$ cat config.mk
export PLATFORM = sky130hd
export DESIGN_NAME = bog_burst
export DESIGN_NICKNAME = d
export VERILOG_FILES = /design/src/core/bog_pkg.sv /design/src/core/bog_burst.sv /design/src/core/bog_tick.sv /design/src/core/bog_timer.sv
export SDC_FILE = /design/constraint.sdc
export NUM_CORES = 1
export LEC_CHECK = 0
export BUFFER_PORTS_ARGS = -buffer_cell sky130_fd_sc_hd__buf_2
export CELL_PAD_IN_SITES_DETAIL_PLACEMENT = 1
export CELL_PAD_IN_SITES_GLOBAL_PLACEMENT = 2
export CORE_AREA = 2 2 264 266
export CTS_CLUSTER_SIZE = 16
export DETAILED_ROUTE_END_ITERATION = 8
export DIE_AREA = 0 0 266 268
export GPL_TIMING_DRIVEN = 0
export HOLD_SLACK_MARGIN = 0.1
export PLACE_DENSITY_LB_ADDON = 0.15
export REMOVE_ABC_BUFFERS = 1
export SLEW_MARGIN = 40
export SYNTH_ARGS = -nofsm -noshare
export SYNTH_HDL_FRONTEND = slang
export SYNTH_SLANG_ARGS = --single-unit
$ cat constraint.sdc
create_clock -name clk -period 3.8 [get_ports clk]
set_input_delay 0.19 -clock clk [delete_from_list [all_inputs] [get_ports clk]]
set_output_delay 0.19 -clock clk [all_outputs]
set_load 0.03 [all_outputs]
$ cat src/core/bog_pkg.sv
package bog_pkg;
  // ****************************************
  // clock and timing
  // ****************************************
  localparam int CLK_NS   = 4;      // 250 MHz period
  localparam int LAT_NS   = 550;    // inherent trigger latency
  localparam int LAT_CYC  = (LAT_NS + CLK_NS - 1) / CLK_NS;  // rounded up
  localparam int PER_UNIT_NS = 100; // internal trigger period step
  localparam int DLY_UNIT_NS = 10;  // trigger delay step
  localparam int TW       = 34;     // width of period and delay counts
  localparam int CW       = 21;     // half-cycle count width
  // ****************************************
  // register offsets (byte addresses)
  // ****************************************
  localparam logic [7:0] A_CTRL  = 8'h00;
  localparam logic [7:0] A_MARK  = 8'h04;
  localparam logic [7:0] A_SPACE = 8'h08;
  localparam logic [7:0] A_PHASE = 8'h0C;
  localparam logic [7:0] A_STOPL = 8'h10;
  localparam logic [7:0] A_PERLO = 8'h14;
  localparam logic [7:0] A_PERHI = 8'h18;
  localparam logic [7:0] A_DLYLO = 8'h1C;
  localparam logic [7:0] A_DLYHI = 8'h20;
  localparam logic [7:0] A_STAT  = 8'h24;
  localparam logic [7:0] A_MAN   = 8'h28;
  localparam logic [7:0] A_SPLO  = 8'h2C;
  localparam logic [7:0] A_SPHI  = 8'h30;
  localparam logic [7:0] A_POL   = 8'h34;
  // ****************************************
  // control field positions
  // ****************************************
  localparam int F_MODE = 0;   // 2 bits
  localparam int F_WAVE = 2;   // 2 bits
  localparam int F_EN   = 4;
  localparam int F_HALF = 5;
  localparam int F_EXT  = 6;
  localparam int F_EPOL = 7;   // 2 bits
  localparam int F_SLEN = 9;
  localparam logic [9:0] CTRL_RST = 10'h000;
  localparam logic [CW-1:0] HALF_RST = 21'h000002;  // one full cycle
  // ****************************************
  // encodings
  // ****************************************
  typedef enum logic [1:0] {
    M_AUTO = 2'b00, M_TRIG = 2'b01, M_GATE = 2'b10, M_TGATE = 2'b11
  } bog_mode_type;
  typedef enum logic [1:0] {
    W_STD = 2'b00, W_NOISE = 2'b01, W_DC = 2'b10, W_ARB = 2'b11
  } bog_wave_type;
  localparam logic [1:0] POL_OFF  = 2'h0;
  localparam logic [1:0] POL_RISE = 2'h1;
  localparam logic [1:0] POL_FALL = 2'h2;
endpackage

$ cat src/core/bog_burst.sv
`timescale 1ns/10ps
// What this block does
// - auto: mark, then space, triggers ignored
// - trigger burst: mark count per trigger
// - gate: run whole or half cycles
// - noise gate: on/off directly with gate
// - triggered gate: trigger toggles running
// - reject noise/DC per mode
// - mark count in half cycles
// - space count in half cycles
// - gate stop unit full or half
// - start/stop phase shared with channel phase
// - programmable stop level or disabled
// - disabled level: freeze at stop phase
// - internal/external source, plus manual trigger
// - internal burst trigger period generator
// - trigger delay plus fixed latency
// - delay only trigger burst, not manual
// - sync output low while oscillating
// - external polarity rise/fall/off, independent uses
// - separate sweep and burst trigger generators
module bog_burst (
  input  wire logic        clk,
  input  wire logic        srst,
  input  wire logic [7:0]  reg_addr,
  input  wire logic [31:0] reg_wdata,
  input  wire logic        reg_we,
  input  wire logic        reg_re,
  output logic      [31:0] reg_rdata_q,
  input  wire logic        ext_trig,       // external trigger/gate level
  input  wire logic        manual_key,     // panel key level
  input  wire logic        osc_half_pulse, // oscillator crossed stop phase or +180
  output logic             osc_run_q,      // oscillator output enabled
  output logic             sync_n_q,       // burst sync, low while running
  output logic             stop_lvl_en_q,  // hold stop level when stopped
  output logic      [14:0] stop_level_q,   // signed, 0.01 % of full scale
  output logic      [21:0] phase_q,        // signed, millidegrees
  output logic             sweep_trig_q,   // sweep internal trigger pulse
  output logic      [1:0]  keying_pol_q,
  output logic      [1:0]  sweep_pol_q,
  output logic      [1:0]  seq_pol_q
);
  // ****************************************
  // register file
  // ****************************************
  logic [9:0]              ctrl_q;      // control word
  logic [bog_pkg::CW-1:0]  mark_q;      // mark half-cycles
  logic [bog_pkg::CW-1:0]  space_q;     // space half-cycles
  logic [bog_pkg::TW-1:0]  per_q;       // burst period, 0.1 us units
  logic [bog_pkg::TW-1:0]  dly_q;       // delay, 0.01 us units
  logic [bog_pkg::TW-1:0]  sper_q;      // sweep period, 0.1 us units
  logic                    man_wr_q;    // manual trigger by write
  // decoded fields
  wire bog_pkg::bog_mode_type mode = bog_pkg::bog_mode_type'(ctrl_q[bog_pkg::F_MODE +: 2]);
  wire bog_pkg::bog_wave_type wave = bog_pkg::bog_wave_type'(ctrl_q[bog_pkg::F_WAVE +: 2]);
  wire       en_cfg   = ctrl_q[bog_pkg::F_EN];
  wire       half_sel = ctrl_q[bog_pkg::F_HALF];
  wire       ext_sel  = ctrl_q[bog_pkg::F_EXT];
  wire [1:0] epol     = ctrl_q[bog_pkg::F_EPOL +: 2];
  wire       is_burst = (mode == bog_pkg::M_AUTO) || (mode == bog_pkg::M_TRIG);
  wire       noise    = (wave == bog_pkg::W_NOISE);
  wire       cfg_bad  = (wave == bog_pkg::W_DC) || (is_burst && noise);
  wire       active   = en_cfg && !cfg_bad;
  // address decode
  wire       wr_ctrl  = reg_we && (reg_addr == bog_pkg::A_CTRL);
  wire       wr_man   = reg_we && (reg_addr == bog_pkg::A_MAN);
  // zero is taken as half a cycle
  wire [bog_pkg::CW-1:0] mark_n  = (mark_q == 21'h000000) ? 21'h000001 : mark_q;
  wire [bog_pkg::CW-1:0] space_n = (space_q == 21'h000000) ? 21'h000001 : space_q;

  always_ff @(posedge clk) begin
    if (srst) begin
      ctrl_q        <= bog_pkg::CTRL_RST;
      mark_q        <= bog_pkg::HALF_RST;
      space_q       <= bog_pkg::HALF_RST;
      phase_q       <= 22'h000000;
      stop_level_q  <= 15'h0000;
      per_q         <= 34'h000000000;
      dly_q         <= 34'h000000000;
      sper_q        <= 34'h000000000;
      keying_pol_q  <= bog_pkg::POL_OFF;
      sweep_pol_q   <= bog_pkg::POL_OFF;
      seq_pol_q     <= bog_pkg::POL_OFF;
    end else if (reg_we) begin
      unique case (reg_addr)
        bog_pkg::A_CTRL:  ctrl_q       <= reg_wdata[9:0];
        bog_pkg::A_MARK:  mark_q       <= reg_wdata[bog_pkg::CW-1:0];
        bog_pkg::A_SPACE: space_q      <= reg_wdata[bog_pkg::CW-1:0];
        bog_pkg::A_PHASE: phase_q      <= reg_wdata[21:0];
        bog_pkg::A_STOPL: stop_level_q <= reg_wdata[14:0];
        bog_pkg::A_PERLO: per_q[31:0]  <= reg_wdata;
        bog_pkg::A_PERHI: per_q[33:32] <= reg_wdata[1:0];
        bog_pkg::A_DLYLO: dly_q[31:0]  <= reg_wdata;
        bog_pkg::A_DLYHI: dly_q[33:32] <= reg_wdata[1:0];
        bog_pkg::A_SPLO:  sper_q[31:0] <= reg_wdata;
        bog_pkg::A_SPHI:  sper_q[33:32] <= reg_wdata[1:0];
        bog_pkg::A_POL: begin
          keying_pol_q <= reg_wdata[1:0];
          sweep_pol_q  <= reg_wdata[3:2];
          seq_pol_q    <= reg_wdata[5:4];
        end
        default: ;  // unmapped writes dropped
      endcase
    end
  end

  // stop level enable mirrors the control bit
  assign stop_lvl_en_q = ctrl_q[bog_pkg::F_SLEN];
  // with it off the oscillator freezes at phase_q

  // ****************************************
  // trigger sources
  // ****************************************
  logic ext_d_q;   // previous external level
  logic key_d_q;   // previous key level
  logic tick100;   // 0.1 us tick
  logic tick10;    // 0.01 us tick
  logic int_pulse; // burst internal trigger
  logic sw_pulse;  // sweep internal trigger
  logic dly_done;
  wire ext_edge  = (epol == bog_pkg::POL_RISE) ? (ext_trig && !ext_d_q) :
                   (epol == bog_pkg::POL_FALL) ? (!ext_trig && ext_d_q) : 1'b0;
  wire ext_level = (epol == bog_pkg::POL_RISE) ? ext_trig :
                   (epol == bog_pkg::POL_FALL) ? !ext_trig : 1'b0;
  // manual trigger on top of selected source
  wire man_ev    = (manual_key && !key_d_q) || man_wr_q;
  wire src_ev    = ext_sel ? ext_edge : int_pulse;
  wire trig_ev   = src_ev || man_ev;

  always_ff @(posedge clk) begin
    if (srst) begin
      ext_d_q  <= 1'b0;
      key_d_q  <= 1'b0;
      man_wr_q <= 1'b0;
    end else begin
      ext_d_q  <= ext_trig;
      key_d_q  <= manual_key;
      man_wr_q <= wr_man;
    end
  end

  bog_tick #(.STEP(bog_pkg::CLK_NS), .UNIT(bog_pkg::PER_UNIT_NS)) u_tick100 (
    .clk  (clk),
    .srst (srst),
    .tick (tick100)
  );
  bog_tick #(.STEP(bog_pkg::CLK_NS), .UNIT(bog_pkg::DLY_UNIT_NS)) u_tick10 (
    .clk  (clk),
    .srst (srst),
    .tick (tick10)
  );
  // burst period generator, idle in auto mode
  bog_timer u_per (
    .clk   (clk),
    .srst  (srst),
    .clr   (!active || mode == bog_pkg::M_AUTO || ext_sel),
    .tick  (tick100),
    .limit (per_q),
    .done  (int_pulse)
  );
  // separate sweep generator with its own period
  bog_timer u_sweep (
    .clk   (clk),
    .srst  (srst),
    .clr   (sper_q == 34'h000000000),
    .tick  (tick100),
    .limit (sper_q),
    .done  (sw_pulse)
  );
  always_ff @(posedge clk) begin
    if (srst) sweep_trig_q <= 1'b0;
    else      sweep_trig_q <= sw_pulse;
  end

  // ****************************************
  // burst sequencer
  // ****************************************
  typedef enum logic [1:0] {
    S_STOP = 2'b00, S_DELAY = 2'b01, S_MARK = 2'b10, S_SPACE = 2'b11
  } bog_state_type;
  bog_state_type         st_q, st_d;
  logic [bog_pkg::CW-1:0] cnt_q, cnt_d;  // half-cycles left
  logic                  par_q, par_d;   // odd half-cycle done
  logic                  tg_q, tg_d;     // triggered-gate run flag
  logic                  ig_q;           // internal gate level
  logic [7:0]            lat_q;          // latency cycles left
  wire  last_half  = osc_half_pulse && (cnt_q == 21'h000001);
  wire  gate_on    = (mode == bog_pkg::M_TGATE) ? tg_q : (ext_sel ? ext_level : ig_q);
  // full cycle needs the odd half done
  wire  gate_stop  = noise ? 1'b1 : (osc_half_pulse && (half_sel || par_q));
  wire  lat_done   = (lat_q == 8'h00);
  wire  dly_fin    = lat_done && ((dly_q == 34'h000000000) || dly_done);

  // delay counts after the fixed latency
  bog_timer u_dly (
    .clk   (clk),
    .srst  (srst),
    .clr   (st_q != S_DELAY || !lat_done),
    .tick  (tick10),
    .limit (dly_q),
    .done  (dly_done)
  );

  // next state
  always_comb begin
    st_d  = st_q;
    cnt_d = osc_half_pulse ? cnt_q - 21'h000001 : cnt_q;
    par_d = osc_half_pulse ? !par_q : par_q;
    tg_d  = tg_q;
    if (mode == bog_pkg::M_TGATE && trig_ev) tg_d = !tg_q;
    if (mode != bog_pkg::M_TGATE || !active) tg_d = 1'b0;
    if (!active || wr_ctrl) begin
      st_d = S_STOP;  // off, rejected, or control rewritten: no stale count survives
    end else begin
      unique case (mode)
        bog_pkg::M_AUTO: begin
          if (st_q == S_STOP || st_q == S_DELAY) begin
            st_d  = S_MARK;
            cnt_d = mark_n;
          end else if (last_half) begin
            st_d  = (st_q == S_MARK) ? S_SPACE : S_MARK;
            cnt_d = (st_q == S_MARK) ? space_n : mark_n;
          end
        end
        bog_pkg::M_TRIG: begin
          if (st_q == S_STOP && trig_ev) begin
            st_d  = man_ev ? S_MARK : S_DELAY;
            cnt_d = mark_n;
          end else if (st_q == S_DELAY) begin
            cnt_d = mark_n;
            if (dly_fin) st_d = S_MARK;
          end else if (st_q != S_STOP && last_half) begin
            st_d = S_STOP;
          end
        end
        default: begin
          if (st_q != S_MARK) begin
            st_d  = gate_on ? S_MARK : S_STOP;
            par_d = 1'b0;
          // noise stops on the gate itself
          end else if (!gate_on && gate_stop) begin
            st_d = S_STOP;
          end
        end
      endcase
    end
  end

  // sequencer registers
  always_ff @(posedge clk) begin
    if (srst) begin
      st_q  <= S_STOP;
      cnt_q <= 21'h000000;
      par_q <= 1'b0;
      tg_q  <= 1'b0;
      ig_q  <= 1'b0;
      lat_q <= 8'h00;
    end else begin
      st_q  <= st_d;
      cnt_q <= cnt_d;
      par_q <= par_d;
      tg_q  <= tg_d;
      // internal source in gate mode gives a square gate
      ig_q  <= int_pulse ? !ig_q : ig_q;
      // reload latency when a delay begins
      if (st_q != S_DELAY)  lat_q <= 8'(bog_pkg::LAT_CYC - 1);
      else if (!lat_done)   lat_q <= lat_q - 8'h01;
    end
  end

  // sync is the inverse of running
  always_ff @(posedge clk) begin
    if (srst) begin
      osc_run_q <= 1'b0;
      sync_n_q  <= 1'b1;
    end else begin
      osc_run_q <= (st_d == S_MARK);
      sync_n_q  <= (st_d != S_MARK);
    end
  end

  // ****************************************
  // read port
  // ****************************************
  wire [31:0] stat_w = {28'h0000000, !sync_n_q, st_q == S_DELAY, cfg_bad, osc_run_q};
  wire [31:0] rd_w =
    (reg_addr == bog_pkg::A_CTRL)  ? {22'h000000, ctrl_q} :
    (reg_addr == bog_pkg::A_MARK)  ? {11'h000, mark_q} :
    (reg_addr == bog_pkg::A_SPACE) ? {11'h000, space_q} :
    (reg_addr == bog_pkg::A_PHASE) ? {10'h000, phase_q} :
    (reg_addr == bog_pkg::A_STOPL) ? {17'h00000, stop_level_q} :
    (reg_addr == bog_pkg::A_PERLO) ? per_q[31:0] :
    (reg_addr == bog_pkg::A_PERHI) ? {30'h00000000, per_q[33:32]} :
    (reg_addr == bog_pkg::A_DLYLO) ? dly_q[31:0] :
    (reg_addr == bog_pkg::A_DLYHI) ? {30'h00000000, dly_q[33:32]} :
    (reg_addr == bog_pkg::A_SPLO)  ? sper_q[31:0] :
    (reg_addr == bog_pkg::A_SPHI)  ? {30'h00000000, sper_q[33:32]} :
    (reg_addr == bog_pkg::A_POL)   ? {26'h0000000, seq_pol_q, sweep_pol_q, keying_pol_q} :
    (reg_addr == bog_pkg::A_STAT)  ? stat_w : 32'h00000000;
  // data only in the cycle after the strobe
  always_ff @(posedge clk) begin
    if (srst) reg_rdata_q <= 32'h00000000;
    else      reg_rdata_q <= reg_re ? rd_w : 32'h00000000;
  end

  // ****************************************
  // checks
  // ****************************************
  property p_sync;
    @(posedge clk) disable iff (srst) sync_n_q == !osc_run_q;
  endproperty
  a_sync: assert property (p_sync) else $error("sync not inverse of run");
  property p_auto;
    @(posedge clk) disable iff (srst)
      (mode == bog_pkg::M_AUTO && active && !wr_ctrl && st_q == S_STOP) |=> osc_run_q;
  endproperty
  a_auto: assert property (p_auto) else $error("auto burst did not start");
  property p_rej;
    @(posedge clk) disable iff (srst) cfg_bad |=> !osc_run_q;
  endproperty
  a_rej: assert property (p_rej) else $error("rejected waveform ran");
  property p_ign;
    @(posedge clk) disable iff (srst)
      (mode == bog_pkg::M_TRIG && active && !wr_ctrl && st_q == S_MARK && trig_ev
       && !last_half) |=> st_q == S_MARK;
  endproperty
  a_ign: assert property (p_ign) else $error("trigger restarted burst");
  property p_man;
    @(posedge clk) disable iff (srst)
      (mode == bog_pkg::M_TRIG && active && !wr_ctrl && st_q == S_STOP && man_ev)
      |=> st_q == S_MARK;
  endproperty
  a_man: assert property (p_man) else $error("manual trigger delayed");
  property p_lat;
    @(posedge clk) disable iff (srst)
      (st_q == S_STOP && st_d == S_DELAY && !man_ev) |=> (st_q == S_DELAY)[*8];
  endproperty
  a_lat: assert property (p_lat) else $error("latency cut short");
  property p_noise;
    @(posedge clk) disable iff (srst)
      (mode == bog_pkg::M_GATE && active && noise && !wr_ctrl && st_q == S_MARK
       && !gate_on) |=> !osc_run_q;
  endproperty
  a_noise: assert property (p_noise) else $error("noise gate kept running");
  property p_tgl;
    @(posedge clk) disable iff (srst)
      (mode == bog_pkg::M_TGATE && active && !wr_ctrl && trig_ev) |=> tg_q != $past(tg_q);
  endproperty
  a_tgl: assert property (p_tgl) else $error("trigger did not toggle gate");
  property p_end;
    @(posedge clk) disable iff (srst)
      (mode == bog_pkg::M_TRIG && active && !wr_ctrl && st_q == S_MARK && last_half)
      |=> !osc_run_q;
  endproperty
  a_end: assert property (p_end) else $error("burst overran mark count");
endmodule

$ cat src/core/bog_tick.sv
`timescale 1ns/10ps
// fractional divider: one-cycle pulse every UNIT ns on average
module bog_tick #(
  parameter int STEP = 4,
  parameter int UNIT = 10
) (
  input  wire logic clk,
  input  wire logic srst,
  output logic      tick
);
  logic [15:0] acc_q;      // phase remainder in ns
  wire  [15:0] acc_n = acc_q + 16'(STEP);
  wire         wrap  = (acc_n >= 16'(UNIT));
  // exact on average, jitter of up to one clock, none when UNIT is a multiple of STEP
  always_ff @(posedge clk) begin
    if (srst) begin
      acc_q <= 16'h0000;
      tick  <= 1'b0;
    end else begin
      acc_q <= wrap ? acc_n - 16'(UNIT) : acc_n;
      tick  <= wrap;
    end
  end
endmodule

$ cat src/core/bog_timer.sv
`timescale 1ns/10ps
// counts ticks up to limit, pulses done and restarts
module bog_timer (
  input  wire logic                  clk,
  input  wire logic                  srst,
  input  wire logic                  clr,    // hold at zero
  input  wire logic                  tick,
  input  wire logic [bog_pkg::TW-1:0] limit,
  output logic                       done
);
  logic [bog_pkg::TW-1:0] cnt_q;
  wire  [bog_pkg::TW-1:0] cnt_n = cnt_q + 34'h000000001;
  wire                    hit   = tick && (cnt_n >= limit);
  // a limit of zero behaves like one tick
  always_ff @(posedge clk) begin
    if (srst || clr) begin
      cnt_q <= 34'h000000000;
      done  <= 1'b0;
    end else begin
      cnt_q <= hit ? 34'h000000000 : (tick ? cnt_n : cnt_q);
      done  <= hit;
    end
  end
endmodule
==> impl_summary.log, run 1 <==
INFO  metric cpPeakStageDelay = 0.37 ns
INFO  metric number_of_levels_the_h_tree_was_split_into = 2
INFO  metric rows = 96
INFO  metric dr_total_vias = 22,100
INFO  metric cts.reportedPaths.clkPinSlew = 0.06 ns
INFO  metric drt_antenna_net_count = 0
INFO  metric placement.cell_area = 24,800 um^2
INFO  metric layout.area.seq = 8150 um^2
INFO  metric groute.usage.overall = 24.9%
INFO  metric number_of_sinks_on_the_clock_net = 405
INFO  metric synth_top_area_share = 35.1%
INFO  metric worstSetupStartpointType = register
INFO  metric synthMuxAreaShare = 0.461%
INFO  metric grt_first_pass_wirelength = 138,000 um
INFO  metric dp_hpwl = 65,700 um
INFO  metric detail_route.wirelength = 90,400 um
INFO  metric grt_use_met1 = 33.7%
INFO  metric leakagePower = 10.1 nW
INFO  metric report.final.setup_viol = 0
INFO  metric die_height = 268 um
INFO  metric synth-xor-area-share = 9.45%
INFO  metric peakVddDrop = 0.335 mV
INFO  metric ys_async_sr_fraction = 0%
INFO  metric synth-adder-area-share = 6.29%
INFO  metric synth-seq-cells = 405
INFO  metric timing.final.hold_violations = 0
INFO  metric period_needed = 3.60 ns
INFO  metric number_of_flops_mapped_to_enable_cells_by_yosys = 0
INFO  metric syn_area = 23,100 um^2
INFO  metric max-slew-margin-rel = 39.8%
INFO  metric initial_utilization = 33.8%
INFO  metric slowest_stage = dfxtp_4
INFO  metric longest_clk_path_bufs = 3
INFO  metric yosys.cell_types.count = 99
INFO  metric layout-area-overhead-vs-synth = 19.9%
INFO  metric vias_per_cell = 5.62
INFO  metric drive_above_1_share = 14.7%
INFO  metric highest_attainable_clock_frequency = 278 MHz
INFO  metric synth-simple-area-share = 24.9%
INFO  metric crit_path_cell_trace = ha_4 -> and3_2 -> and3_4 -> and2_2 -> and3_1 -> xor2_1 -> ha_1 -> nand4_1 -> nor3_2 -> nand3_1 -> a21boi_0 -> o21a_1 -> o21a_4 -> clkbuf_16 -> a2111oi_2
INFO  metric grt_pass1_vias = 22,300
INFO  metric die_width = 266 um
INFO  metric total_power = 12.1 mW
INFO  metric synth_top_family_by_area = simple AND/OR/NAND/NOR gates
INFO  metric synth.top_cells.by_count = 551 x nand2_1, 405 x dfxtp_1, 274 x a21oi_1, 167 x nor2_1, 133 x clkbuf_1
INFO  metric groute.layer.met2.usage = 41.7%
INFO  metric synth.avg_cell_area = 7.94 um^2
INFO  metric design_area = 27,700 um^2
INFO  metric clk_root_buffer_cell = clkbuf_16
INFO  metric detail_route.first_pass.iterations = 7
INFO  metric status = complete, no violations
INFO  metric synth.yosys.warnings = 0
INFO  metric yosysMostFrequentCell = nand2_1
INFO  metric post_drt_wl_per_cell = 23.0 um
INFO  metric multi_input_comb_area = 14,200 um^2
INFO  metric critical-path-top-delay-family = simple AND/OR/NAND/NOR gates
INFO  metric maxCapViolCount = 0
INFO  metric cp.arrival = 4.07 ns
INFO  metric finish.net_count = 3,174
INFO  metric grt_start_max_net_pins = 86
INFO  metric antenna_found_initial = 0
INFO  metric initialDrtViolationCount = 1,398
INFO  metric path_max_fanout = 14
INFO  metric worstHoldPathType = in -> reg
INFO  metric total_global_routing_overflow = 0
INFO  metric timing.final.max_slew_violations = 0
INFO  metric worst_setup_path_end_kind = register
INFO  metric drt_drc_violations_left = 0
INFO  metric dominantRegCellSynth = dfxtp_1
INFO  metric cts_buffers = 50
INFO  metric worst_skew_pair.late_latency = 0.62 ns
INFO  metric core_area = 68,200 um^2
INFO  metric post-synth-top-area-cell = dfxtp_1
INFO  metric die_area = 71,300 um^2
INFO  metric tritoncts_clock_tree = done
INFO  metric fraction_of_the_mapped_netlist_area_in_compound_gates = 18.2%
INFO  metric synth_area_leaders = dfxtp_1 35%, nand2_1 9.0%, ha_1 6.3%, a21oi_1 5.9%, xor2_1 4.9%
INFO  metric ios = 126
INFO  metric global_route.peak_usage_layer = met2
INFO  metric place.gp.congestion = 0.887
INFO  metric worst-slew-pin-transition = 0.902 ns
INFO  metric place.port_buffers = 125
INFO  metric critPathRequiredTime = 4.27 ns
INFO  metric cellPowerDensity = 437 nW/um^2
INFO  metric critical_path_class = reg -> reg
INFO  metric gr-usage-met3 = 3.32%
INFO  metric yosysSeqAreaShare = 35.1%
INFO  metric post_synth_inst_count = 2,906
INFO  metric fill_cells = 8,093
INFO  metric worst_clock_skew = 0.0288 ns
INFO  metric cp_num_buf_inv = 1
INFO  metric timing.final.crit_share = 94.7%
-- cell usage in the layout (no fill, tap or decap), drive strengths merged, types with 8 or more instances in the layout --
cell and n:
nand2b 14, a222oi 9, dlygate4sd3 41, ha 116, and4 20, bufinv 8
nor2b 18, nor4 49, nand3 123, clkbuf 69, buf 192, nand2 551
nand4 71, and3 41, a211oi 14, a21o 38, a21oi 276, a22o 8
or3 13, nor2 167, o21a 10, and2 27, o211ai 16, a31oi 20
a221oi 23, a2111oi 26, nor3 79, o21ai 45, a22oi 52, or4 8
o221ai 9, inv 126, xnor2 119, dfxtp 405, xor2 130
-- sequential cells by signal (all words and copies together) (netlist names), 22 cells and up --
name / cells
per_q: 34
u_dly.cnt_q: 34
u_sweep.cnt_q: 34
dly_q: 34
sper_q: 34
reg_rdata_q: 32
phase_q: 22
u_per.cnt_q: 34
-- power by group --
group | internal (mW) | switching (mW) | leakage, nW | total, mW
registers | 4.43 | 0.301 | 3.29 | 4.73
logic | 0.835 | 1.36 | 5.93 | 2.20
clock network | 3.13 | 2.03 | 0.838 | 5.16
total | 8.39 | 3.70 | 10.1 | 12.1
-- stage by stage --
stage,utilization [%],instances,setup TNS (ns),worst slack (ns),hold slack (ns)
global route,40.5,3927,-0.294,-0.0719,0.128
floorplan,-,2723,-58.33,-0.967,0.255
global placement,35.2,3730,-820.11,-4.52,0.422
finish,40.5,3928,0,0.200,0.139
CTS,40.0,3910,0,0.00437,0.105
detailed placement,36.3,3757,-88.77,-1.07,0.426
-- area by class of cell --
class / instances / share of cell area [%]
diodes: 1 / 0.00905
flip-flops and latches: 405 / 29.5
clock buffers: 68 / 5.10
inverters: 126 / 1.71
well taps: 882 / 3.99
clock inverters: 18 / 1.19
repair buffers: 235 / 7.18
multi-input cells: 2193 / 51.3
-- routing by layer --
layer  part of all wire, %  vias up
li1                      -    10400
met1                    46    11000
met2                    47      486
met3                   4.6      119
met4                   2.3        0
met5                     0        -
-- worst register-to-register path: cells and delay by family, from the launching register on --
family,cells,cell delay [ns]
simple gates,7,1.54
compound gates,4,0.67
fa+ha+maj,2,0.47
flops,1,0.37
buf+inv,1,0.24
xor+xnor,1,0.15
-- cell families after synthesis --
logic type      count (synthesis)
xor+xnor                      249
buf+inv                       309
fa+ha+maj                     116
flops                         405
mux                             9
compound gates                607
simple gates                 1211
-- worst paths after layout --
path	from	to	slack [ns]	cells past startpoint
max	u_dly.cnt_q[0]$_SDFFE_PP0P_	u_dly.cnt_q[4]$_SDFFE_PP0P_	0.20	15
max reg2reg	u_dly.cnt_q[0]$_SDFFE_PP0P_	u_dly.cnt_q[4]$_SDFFE_PP0P_	0.20	15
min	reg_addr[6]	man_wr_q$_SDFF_PP0_	0.14	3
min reg2reg	u_sweep.done$_SDFF_PP0_	sweep_trig_q$_SDFF_PP0_	0.46	1
-- what timing repair did --
item / CTS / global route
setup buffers: 25 / 14
endpoints found under the hold margin: 225 / 1
pin swaps: 17 / 13
endpoints found under the setup margin: 105 / 104
gates cloned: 2 / 1
resized for setup: 53 / 52
hold buffers: 40 / 1
Power figures use the tool's default switching activity.
==> run 2, diff against run 1 <==
clock period = 3.2 ns   (was 3.8 ns; I/O delays follow)
==> impl_summary.log, run 2 (synthesis results as in run 1) <==
INFO  metric status = finished, violations left
INFO  metric violations = setup timing
INFO  metric initial_utilization = 33.8% (unchanged)
INFO  metric worstSetupStartpointType = register
INFO  metric layout.core_utilization = 44.2% (+3.7 points)
INFO  metric post-place-ws = -1.67 ns (-0.600 ns)
INFO  metric report.final.setup_viol = 105 (+105)
INFO  metric number_of_standard_cells_in_the_final_layout_excluding_fillers = 4,038 (+2.8%)
INFO  metric length_of_routed_met2_wiring = 45,800 um (+8.7%)
INFO  metric highest_attainable_clock_frequency = 293 MHz (+5.6%)
INFO  metric cts_buffers = 50 (unchanged)
INFO  metric clk_root_buffer_cell = clkbuf_16
INFO  metric design_area = 30,200 um^2 (+9.1%)
INFO  metric critical_path_class = reg -> reg
INFO  metric layout_common_cells = 539 x nand2_1, 361 x dfxtp_1, 264 x a21oi_1
INFO  metric detail_route.first_pass.iterations = 6 (-1)
INFO  metric critPathRequiredTime = 3.68 ns (-0.59 ns)
INFO  metric pwr-share-clk = 42.1% (-0.6 points)
INFO  metric worst_clock_skew = 0.0294 ns (+0.000577 ns)
INFO  metric grt_start_max_net_pins = 86 (unchanged)
INFO  metric drt_drc_violations_left = 0 (unchanged)
INFO  metric die_area = 71,300 um^2 (unchanged)
INFO  metric route.met3.wl = 4130 um (-0.89%)
INFO  metric die_height = 268 um (unchanged)
INFO  metric detail_route.wirelength = 95,600 um (+5.8%)
INFO  metric reg2reg_from = u_sweep.cnt_q[0]$_SDFFE_PP0P_
INFO  metric longest_clk_path_bufs = 3 (unchanged)
INFO  metric peakVddDrop = 0.389 mV (+16%)
INFO  metric final.setup.worst_slack = -0.210 ns (-0.410 ns)
INFO  metric drive_above_1_share = 22.1% (+7.4 points)
INFO  metric tritoncts_clock_tree = done
INFO  metric dr_total_vias = 22,700 (+3.0%)
INFO  metric period_needed = 3.41 ns (-0.190 ns)
INFO  metric dp_hpwl = 65,700 um (unchanged)
INFO  metric number_of_sinks_on_the_clock_net = 405 (unchanged)
INFO  metric timing.final.hold_violations = 0 (unchanged)
INFO  metric timing.final.crit_share = 107% (+12 points)
INFO  metric rsz0062_at_grt = yes
INFO  metric placement.cell_area = 24,800 um^2 (unchanged)
INFO  metric maxCapViolCount = 0 (unchanged)
INFO  metric leakagePower = 11.0 nW (+8.9%)
INFO  metric swShare = 31.2% (+0.64 points)
INFO  metric worst_skew_pair.late_latency = 0.63 ns (about the same)
INFO  metric layout-area-overhead-vs-synth = 30.7%
INFO  metric finish.net_count = 3,283 (+3.4%)
INFO  metric seq_power_share = 38.4% (-0.7 points)
INFO  metric cellPowerDensity = 484 nW/um^2 (+11%)
INFO  metric multi_input_comb_area = 15,500 um^2 (+9.0%)
INFO  metric worstHoldPathType = in -> reg
INFO  metric drt_antenna_net_count = 0 (unchanged)
INFO  metric layout.area.seq = 8230 um^2 (+0.97%)
INFO  metric worst-slew-pin-transition = 0.893 ns (-0.00860 ns)
INFO  metric hold_slack = 0.102 ns (-0.0370 ns)
INFO  metric worst_setup_path_end_kind = register
INFO  metric fill_cells = 7,903 (-2.3%)
INFO  metric dp_cells = 3,757 (unchanged)
INFO  metric grt_first_pass_wirelength = 144,000 um (+4.6%)
INFO  metric power.share.combinational = 19.5% (+1.3 points)
INFO  metric cts.reportedPaths.clkPinSlew = 0.06 ns (about the same)
INFO  metric met1Wirelength = 43,500 um (+3.5%)
INFO  metric post_drt_wl_per_cell = 23.7 um (+2.9%)
INFO  metric internal-power = 10.0 mW (+20%)
INFO  metric place.port_buffers = 125 (unchanged)
INFO  metric power_switching = 4.55 mW (+23%)
INFO  metric fin_tns_setup = -18.27 ns (-18.27 ns)
INFO  metric cp.arrival = 3.89 ns (-0.18 ns)
INFO  metric timing.final.max_slew_violations = 0 (unchanged)
INFO  metric vias_per_cell = 5.63 (+0.23%)
INFO  metric worst_hold_startpoint = srst
INFO  metric initialDrtViolationCount = 1,632 (+17%)
INFO  metric max-slew-margin-rel = 40.4% (+0.57 points)
INFO  metric groute.usage.overall = 26.1% (+1.2 points)
INFO  metric place.gp.congestion = 0.887 (unchanged)
INFO  metric grt_pass1_vias = 23,300 (+4.5%)
INFO  metric die_width = 266 um (unchanged)
INFO  metric maxUsedRoutingLayer = met4
INFO  metric total_power = 14.6 mW (+21%)
INFO  metric antenna_found_initial = 0 (unchanged)
INFO  metric path_max_fanout = 8 (-6)
INFO  metric most_common_cell_after_layout_fill_and_taps_aside = nand2_1
INFO  metric core_area = 68,200 um^2 (unchanged)
INFO  metric ios = 126 (unchanged)
INFO  metric rows = 96 (unchanged)
INFO  metric total_global_routing_overflow = 0 (unchanged)
INFO  metric number_of_levels_the_h_tree_was_split_into = 2 (unchanged)
INFO  metric setup.worst_path.start = u_sweep.cnt_q[0]$_SDFFE_PP0P_
run 2: cell types whose count changed in the layout (fill, tap and decap cells not counted), sizes merged:
cell and delta:
buf +98, dlygate4sd3 +7, o211a +4, bufbuf -1, clkbuf +1, diode +1
run 2: final cells by class:
| type | count | share of cell area, % |
|---|---|---|
| inverters | 126 | 1.57 |
| repair buffers | 340 | 10.4 |
| clock inverters | 18 | 1.09 |
| diodes | 2 | 0.0166 |
| flip-flops and latches | 405 | 27.3 |
| well taps | 882 | 3.66 |
| clock buffers | 68 | 4.67 |
| multi-input cells | 2197 | 51.3 |
run 2: power groups by stage:
stage | logic (mW) | clock network, mW | registers (mW)
2_1_floorplan | 1.70 | 0 | 5.64
3_3_place_gp | 2.30 | 0 | 5.77
3_5_place_dp | 2.50 | 0 | 5.72
4_1_cts | 2.76 | 6.26 | 5.60
5_1_grt | 3.12 | 6.49 | 5.64
6_report | 2.85 | 6.15 | 5.60
run 2: timing repair:
action	in CTS	in global routing
resized for setup	268	147
cloned	11	4
buffers inserted	86	46
setup endpoints to repair	106	132
hold endpoints to repair	228	3
hold buffers	49	1
pin swaps	134	67
run 2: final timing paths:
path                                    endpoint  slack, ns  depth (start not counted)
setup / recovery  u_sweep.cnt_q[33]$_SDFFE_PP0P_      -0.21                         16
hold / removal      u_tick10.acc_q[2]$_SDFF_PP0_       0.10                          4
setup reg to reg  u_sweep.cnt_q[33]$_SDFFE_PP0P_      -0.21                         16
hold reg to reg          sweep_trig_q$_SDFF_PP0_       0.46                          1
run 2: worst max-delay path, cell delays in order (launching register included):
cell,delay [ns]
dfxtp_4,0.38
ha_4,0.14
and3_4,0.19
and4_4,0.23
and4_4,0.29
nand2_8,0.08
nor2_4,0.09
xor2_1,0.08
ha_1,0.32
nand4_1,0.17
or2_4,0.30
nor3_4,0.17
buf_6,0.13
o31a_1,0.17
buf_12,0.14
o211a_4,0.33
nor3_2,0.08
run 2: layer usage:
layer,track usage (%),vias to the layer above
met2,44.8,528
li1,-,10700
met3,3.32,128
met4,6.38,0
met5,0,-
met1,34.6,11400
